===== config.mk =====
export PLATFORM = sky130hd
export DESIGN_NAME = fept_timer
export DESIGN_NICKNAME = d
export VERILOG_FILES = /design/src/hw/fept_pkg.sv /design/src/hw/fept_timer.sv
export VERILOG_INCLUDE_DIRS = /design/src /design/src/hw
export SDC_FILE = /design/constraint.sdc
export NUM_CORES = 1
export LEC_CHECK = 0
export ABC_CLOCK_PERIOD_IN_PS = 4200
export BUFFER_PORTS_ARGS = -buffer_cell sky130_fd_sc_hd__buf_2
export CAP_MARGIN = 20
export CORE_MARGIN = 10
export CORE_UTILIZATION = 61
export CTS_BUF_LIST = sky130_fd_sc_hd__clkbuf_8 sky130_fd_sc_hd__clkbuf_16
export CTS_CLUSTER_DIAMETER = 100
export DETAILED_ROUTE_END_ITERATION = 6
export PLACE_DENSITY = 0.85
export SLEW_MARGIN = 10
export SYNTH_ARGS = -nofsm -noshare
export SYNTH_HDL_FRONTEND = slang
export SYNTH_SLANG_ARGS = --single-unit

===== constraint.sdc =====
create_clock -name core_clk -period 4.2 [get_ports core_clk]
set_input_delay 0.21 -clock core_clk [delete_from_list [all_inputs] [get_ports core_clk]]
set_output_delay 0.21 -clock core_clk [all_outputs]
set_load 0.01 [all_outputs]

===== src/hw/fept_defines.svh =====
// offsets, field positions, reset values and timing counts of the falling-edge timer
`ifndef FEPT_DEFINES_SVH
`define FEPT_DEFINES_SVH

// ==========================================================================
// clock and time base
`define FEPT_CLK_KHZ 40000
`define FEPT_BASE_TICK_MS 1
`define FEPT_BASE_TICK_CYC (`FEPT_BASE_TICK_MS * `FEPT_CLK_KHZ)
// last count of the decade divider for each unit
`define FEPT_UNIT_LAST_1MS 14'h0000
`define FEPT_UNIT_LAST_10MS 14'h0009
`define FEPT_UNIT_LAST_100MS 14'h0063
`define FEPT_UNIT_LAST_1000MS 14'h03E7
`define FEPT_UNIT_LAST_10000MS 14'h270F

// ==========================================================================
// register offsets
`define FEPT_ADDR_CTRL 8'h00
`define FEPT_ADDR_LIMIT 8'h04
`define FEPT_ADDR_STATUS 8'h08
`define FEPT_ADDR_ACC 8'h0C

// ==========================================================================
// field positions and reset values
`define FEPT_CTRL_UNIT_LSB 0
`define FEPT_CTRL_UNIT_MSB 2
`define FEPT_CTRL_INV_BIT 3
`define FEPT_LIMIT_MSB 14
`define FEPT_UNIT_RST 3'h0
`define FEPT_LIMIT_RST 15'h0000
`define FEPT_STAT_COUNTING_BIT 0
`define FEPT_STAT_OUT_BIT 1
`define FEPT_STAT_EN_BIT 2
`define FEPT_STAT_TRIG_BIT 3
`define FEPT_STAT_RIN_BIT 4

`endif


===== src/hw/fept_pkg.sv =====
// types of the falling-edge timer
package fept_pkg;

    // ======================================================================
    // selectable time units
    typedef enum logic [2:0] {
        FEPT_UNIT_1MS = 3'h0,
        FEPT_UNIT_10MS = 3'h1,
        FEPT_UNIT_100MS = 3'h2,
        FEPT_UNIT_1000MS = 3'h3,
        FEPT_UNIT_10000MS = 3'h4
    } fept_unit_t;

    // ======================================================================
    // complete state of the timer
    typedef struct packed {
        logic en_m;
        logic en_s;
        logic en_prev;
        logic trig_m;
        logic trig_s;
        logic trig_prev;
        logic rin_m;
        logic rin_s;
        logic rin_prev;
        logic [2:0] unit_sel;
        logic inv;
        logic [14:0] limit;
        logic counting;
        logic [14:0] acc;
        logic [15:0] ms_cnt;
        logic [13:0] unit_cnt;
        logic out;
        logic [31:0] rdata;
    } fept_state_t;

endpackage : fept_pkg


===== src/hw/fept_timer.sv =====
// falling-edge timer with register port and synchronised control pins
//
// Contract
// - a run starts on a one-to-zero trigger transition, or on enable or reset rising while trigger is low.
// - tick period selectable 1, 10, 100, 1000, 10000 ms; accumulator steps per tick.
// - terminal count is an integer 0 through 32767.
// - run start clears accumulator, then increments per tick up to terminal count.
// - at terminal count counting stops and accumulator holds until next start or a low reset input.
// - standard output is one while counting, zero otherwise.
// - inverted output is zero while counting, one otherwise.
// - after terminal count the output stays inactive until a fresh run.
// - reset input is active low; while low timing is halted.
// - enable input allows output updates; disabled suppresses them.
// - disabled finishes running count, freezes output; re-enable acts at once.
// - trigger low when enable rises counts as a falling edge.
// - reset falling during a run stops timer, output goes inactive.
// - reset rising with trigger low starts a run; with trigger high not.
//
// Decided for this implementation: the register addresses and the address-and-strobe port.
`timescale 1ns/10ps
`include "fept_defines.svh"

module fept_timer #(
    parameter logic [15:0] BASE_TICK_CYCLES = 16'(`FEPT_BASE_TICK_CYC)
) (
    input wire logic core_clk,
    input wire logic rst_n,
    input wire logic blk_enable,
    input wire logic blk_trigger,
    input wire logic blk_reset_n,
    input wire logic [7:0] reg_addr,
    input wire logic [31:0] reg_wdata,
    input wire logic reg_wr,
    input wire logic reg_rd,
    output logic [31:0] reg_rdata,
    output logic timer_out
);

    // ======================================================================
    // helpers
    function automatic logic [13:0] unit_last(input logic [2:0] sel);
        case (fept_pkg::fept_unit_t'(sel))
            fept_pkg::FEPT_UNIT_1MS: unit_last = `FEPT_UNIT_LAST_1MS;
            fept_pkg::FEPT_UNIT_10MS: unit_last = `FEPT_UNIT_LAST_10MS;
            fept_pkg::FEPT_UNIT_100MS: unit_last = `FEPT_UNIT_LAST_100MS;
            fept_pkg::FEPT_UNIT_1000MS: unit_last = `FEPT_UNIT_LAST_1000MS;
            fept_pkg::FEPT_UNIT_10000MS: unit_last = `FEPT_UNIT_LAST_10000MS;
            // unused codes fall back to the shortest unit
            default: unit_last = `FEPT_UNIT_LAST_1MS;
        endcase
    endfunction : unit_last

    // ======================================================================
    // state
    fept_pkg::fept_state_t st_q;
    fept_pkg::fept_state_t st_d;
    logic fall;
    logic en_rise;
    logic rin_rise;
    logic start;
    logic ms_tick;
    logic unit_tick;
    logic [14:0] acc_inc;

    always_comb begin
        st_d = st_q;
        // two-flop synchronisers; only the second stage is read
        st_d.en_m = blk_enable;
        st_d.en_s = st_q.en_m;
        st_d.trig_m = blk_trigger;
        st_d.trig_s = st_q.trig_m;
        st_d.rin_m = blk_reset_n;
        st_d.rin_s = st_q.rin_m;
        st_d.en_prev = st_q.en_s;
        st_d.trig_prev = st_q.trig_s;
        st_d.rin_prev = st_q.rin_s;

        fall = st_q.trig_prev & ~st_q.trig_s;
        en_rise = st_q.en_s & ~st_q.en_prev;
        rin_rise = st_q.rin_s & ~st_q.rin_prev;
        // enable or reset release with trigger already low acts as an edge
        start = st_q.en_s & st_q.rin_s
            & (fall | ((en_rise | rin_rise) & ~st_q.trig_s));

        ms_tick = st_q.counting && (st_q.ms_cnt == BASE_TICK_CYCLES - 16'h0001);
        unit_tick = ms_tick && (st_q.unit_cnt == unit_last(st_q.unit_sel));
        acc_inc = 15'(st_q.acc + 15'h0001);

        // a run in progress continues while disabled
        if (st_q.counting) begin
            if (ms_tick) begin
                st_d.ms_cnt = 16'h0000;
                st_d.unit_cnt = unit_tick ? 14'h0000 : 14'(st_q.unit_cnt + 14'h0001);
            end else begin
                st_d.ms_cnt = 16'(st_q.ms_cnt + 16'h0001);
            end
            if (unit_tick) begin
                st_d.acc = acc_inc;
                if (acc_inc == st_q.limit) begin
                    st_d.counting = 1'b0;
                end
            end
        end

        if (start) begin
            st_d.acc = 15'h0000;
            st_d.ms_cnt = 16'h0000;
            st_d.unit_cnt = 14'h0000;
            st_d.counting = (st_q.limit != 15'h0000);
        end

        // halted reset input wins over everything in flight
        if (!st_q.rin_s) begin
            st_d.counting = 1'b0;
            st_d.acc = 15'h0000;
            st_d.ms_cnt = 16'h0000;
            st_d.unit_cnt = 14'h0000;
        end

        // output follows the run only while enabled
        if (st_q.en_s) begin
            st_d.out = st_d.counting ^ st_q.inv;
        end

        // register writes
        if (reg_wr) begin
            case (reg_addr)
                `FEPT_ADDR_CTRL: begin
                    st_d.unit_sel = reg_wdata[`FEPT_CTRL_UNIT_MSB:`FEPT_CTRL_UNIT_LSB];
                    st_d.inv = reg_wdata[`FEPT_CTRL_INV_BIT];
                end
                `FEPT_ADDR_LIMIT: begin
                    st_d.limit = reg_wdata[`FEPT_LIMIT_MSB:0];
                end
                default: begin
                end
            endcase
        end

        // read data stands only in the cycle after the strobe
        st_d.rdata = 32'h0000_0000;
        if (reg_rd) begin
            case (reg_addr)
                `FEPT_ADDR_CTRL: begin
                    st_d.rdata[`FEPT_CTRL_UNIT_MSB:`FEPT_CTRL_UNIT_LSB] = st_q.unit_sel;
                    st_d.rdata[`FEPT_CTRL_INV_BIT] = st_q.inv;
                end
                `FEPT_ADDR_LIMIT: st_d.rdata[`FEPT_LIMIT_MSB:0] = st_q.limit;
                `FEPT_ADDR_STATUS: begin
                    st_d.rdata[`FEPT_STAT_COUNTING_BIT] = st_q.counting;
                    st_d.rdata[`FEPT_STAT_OUT_BIT] = st_q.out;
                    st_d.rdata[`FEPT_STAT_EN_BIT] = st_q.en_s;
                    st_d.rdata[`FEPT_STAT_TRIG_BIT] = st_q.trig_s;
                    st_d.rdata[`FEPT_STAT_RIN_BIT] = st_q.rin_s;
                end
                `FEPT_ADDR_ACC: st_d.rdata[14:0] = st_q.acc;
                default: st_d.rdata = 32'h0000_0000;
            endcase
        end
    end

    always_ff @(posedge core_clk) begin
        if (!rst_n) begin
            st_q <= '0;
            st_q.unit_sel <= `FEPT_UNIT_RST;
            st_q.limit <= `FEPT_LIMIT_RST;
        end else begin
            st_q <= st_d;
        end
    end

    assign reg_rdata = st_q.rdata;
    assign timer_out = st_q.out;
endmodule : fept_timer


==> impl_metrics.toml <==
[placed_design]
place_ws_ps = 1516
post-dp-hpwl_um = 7671
io_buffers = 45
dpl-instance-area_um2 = 4938
gp_congestion = 0.9265

[critical_path]
cp.required_ps = 4430
cpMaxStageDelayCell = "dfxtp_1"
arrival_ps = 2970
crit_path_cell_trace = "nor2b_1 -> or3_1 -> a32oi_2 -> nand4_4 -> nor2_2 -> or2_1 -> nor2_1"
rr_startpoint = "st_q[97]$_SDFFE_PN0P_"
endpoint_kind = "flop"
crit_start = "st_q[97]$_SDFFE_PN0P_"
worstPathMaxFanout = 17
start_kind = "flop"
slowest_delay_ps = 640
critical_path_class = "flop to flop"

[global_routing]
gr-usage-all-layers = 0.1807
grt_use_met1 = 0.2350
antenna_found_initial = 0
grt_pass1_vias = 3808
met3_usage = 0.03569
use_met2 = 0.2904
grt-ovfl-total = 0
grt_max_degree = 35
busiest_layer = "met2"
grt_pass1_wl_um = 18040

[clocking]
cts_made_buffers = 9
cts-hold-fix-buffers = 0
cts_htree_levels = 3
clock_path_buffers = 2
clock_latency_ps = 360
clock-sinks = 90
cts_tree = "built"
cts_root_buf = "clkbuf_8"
post_cts_buffers = 0
ctsResizeCount = 0
clk_pin_slew_ps = 90

[logic_synthesis]
yosysSeqAreaShare = 0.3653
ys.flop_type = "dfxtp_1"
syn_area_um2 = 4932
yosysTopAreaCellShare = 0.3653
async_reset_ff_frac = 0
netlist_top_cells_area = "dfxtp_1 (37%), xnor2_1 (6.0%), nor2_1 (5.5%), buf_4 (5.2%), xor2_1 (4.1%)"
synth_edf_count = 0
ys_seq_elements = 90
ys_warn_count = 0
syn_area_per_cell_um2 = 8.548
postSynthCellCount = 577
synth_area_leader_cell = "dfxtp_1"
synth.distinct_cells = 63

[floorplan]
coreArea_um2 = 7807
rows = 32
die-width_um = 109.9
start_util = 0.6317
fp.dieArea_um2 = 12080
die_h_um = 109.9
pin_count = 80

[detailed_routing]
drt-total-wl_um = 10800
dr.pass1.iters = 5
via_count = 4017
avgViaCountPerCell = 5.839
drc_errors = 0
wl_per_cell_um = 15.70
drt_iter0_drc = 334
ant_nets = 0

[timing]
clock_skew_ps = 16.13
min_period_ps = 2740
slew_headroom = 0.5389
tightest_slew_ps = 690.0
fmax_mhz = 365.0
tns_ps = 0
setup_viol = 0
final_max_slew_viol_count = 0
finalHoldViolations = 0
min_period_over_period = 0.6524
rsz0062_at_grt = "false"
fin_ws_ps = 1460

[final_layout]
diodes = 0
fill_cells = 638
areaGrowthSynthToFinish_pct = 4.439
fin_nets = 631
drive_gt1_frac = 0.1587
postLayoutCellArea_um2 = 5151

[power]
power.density_nw_per_um2 = 297.7
leakage_nw = 1.831
ir_drop_v = 0.0001904
finalPower_mw = 1.534

[min_path]
min_from = "blk_enable"
hp-class = "input pin to flop"

[flow_run]
cap_viol_max_count = 0

[status]
status = "completed"
[cells in the final DEF (no fill, tap or decap), types with 6 or more instances in the layout]
cell type  count
buf_2         45
a21boi_0      15
mux2i_1       11
nor3b_1        6
nand3_1       40
nor2b_1       12
nor3_2         9
nor4_1         8
xor2_1        23
dfxtp_1       90
o21ai_0       10
conb_1        17
nand4_1       12
a22oi_1       11
nand2_1       42
xnor2_1       34
a21oi_1        7
clkbuf_8      10
inv_1         10
nor3_1         9
and2_1        11
nor2_1        72
[synthesized netlist by cell type, types with 4 or more instances]
cell type   n
a211o_1     4
a21boi_0   15
a21oi_1     7
a221oi_1    4
a22oi_1    11
and2_1     11
and3_1      4
and4_1      5
buf_2      14
buf_4      34
clkbuf_1   18
dfxtp_1    90
inv_1      10
mux2_2      4
mux2i_1    11
nand2_1    42
nand2b_1    4
nand3_1    40
nand4_1    12
nor2_1     72
nor2b_1    12
nor3_1      9
nor3_2      9
nor3b_1     6
nor4_1      8
nor4_2      4
o21ai_0    10
or3_1       4
xnor2_1    34
xor2_1     23
[stage by stage]
step	std cells	utilization	hold slack, ps
finish	688	0.6598	54.92
global route	688	0.6598	62.46
CTS	688	0.6598	46.50
detailed placement	672	0.6325	419.4
global placement	672	0.6325	415.2
floorplan	593	-	337.3
[registers in the layout, indices dropped and copies added, names as in the netlist]
register / cells
reg_rdata: 15
st_d: 6
st_q: 68
timer_out: 1
[critical path, delay by kind of cell, from the launching register on]
| family | cells | cell delay (ps) |
|---|---|---|
| AO/OA/AOI/OAI | 1 | 260 |
| AND/OR/NAND/NOR | 6 | 1720 |
| flip-flops | 1 | 640 |
[power by group]
part / leakage, nW / internal (mW) / switching [mW]
Combinational: 1.00 / 0.0174 / 0.0299
Clock: 0.105 / 0.299 / 0.329
Sequential: 0.726 / 0.856 / 0.00265
[kinds of logic (layout without fill, tap and decap cells)]
family	count (synthesis)	in the layout	share of synthesized area
adders and majority gates	3	3	0.007611
and+or+nand+nor	265	265	0.3001
xor gates and xnor gates	57	57	0.1012
buffers and inverters	79	72	0.09158
AOI/OAI and AO/OA	67	67	0.1020
DFF	90	90	0.3653
muxes	15	15	0.03146
other	1	17	0.0007603
[cell type report]
type | count | area, µm² | share of cell area
Clock inverter | 6 | 75.07 | 0.01457
Inverter | 10 | 37.54 | 0.007287
Tap cell | 102 | 127.6 | 0.02478
Sequential cell | 90 | 1802 | 0.3498
Clock buffer | 10 | 137.6 | 0.02672
Multi-Input combinational cell | 424 | 2739 | 0.5317
Timing Repair Buffer | 46 | 232.7 | 0.04518
[routing by layer]
| layer | share of wire | routed length [µm] |
|---|---|---|
| met1 | 0.45 | 4888 |
| met4 | 0.017 | 183 |
| met2 | 0.46 | 4974 |
| met3 | 0.070 | 756 |
| met5 | 0 | 0 |
[worst paths after layout]
check	end	slack [ps]	depth (start not counted)
max	st_q[42]$_SDFFE_PP0P_	1460	7
min	st_d[105]$_SDFF_PN0_	50	2
max reg2reg	st_q[42]$_SDFFE_PP0P_	1460	7
min reg2reg	st_d[101]$_SDFF_PN0_	440	1
Power figures use the tool's default switching activity.
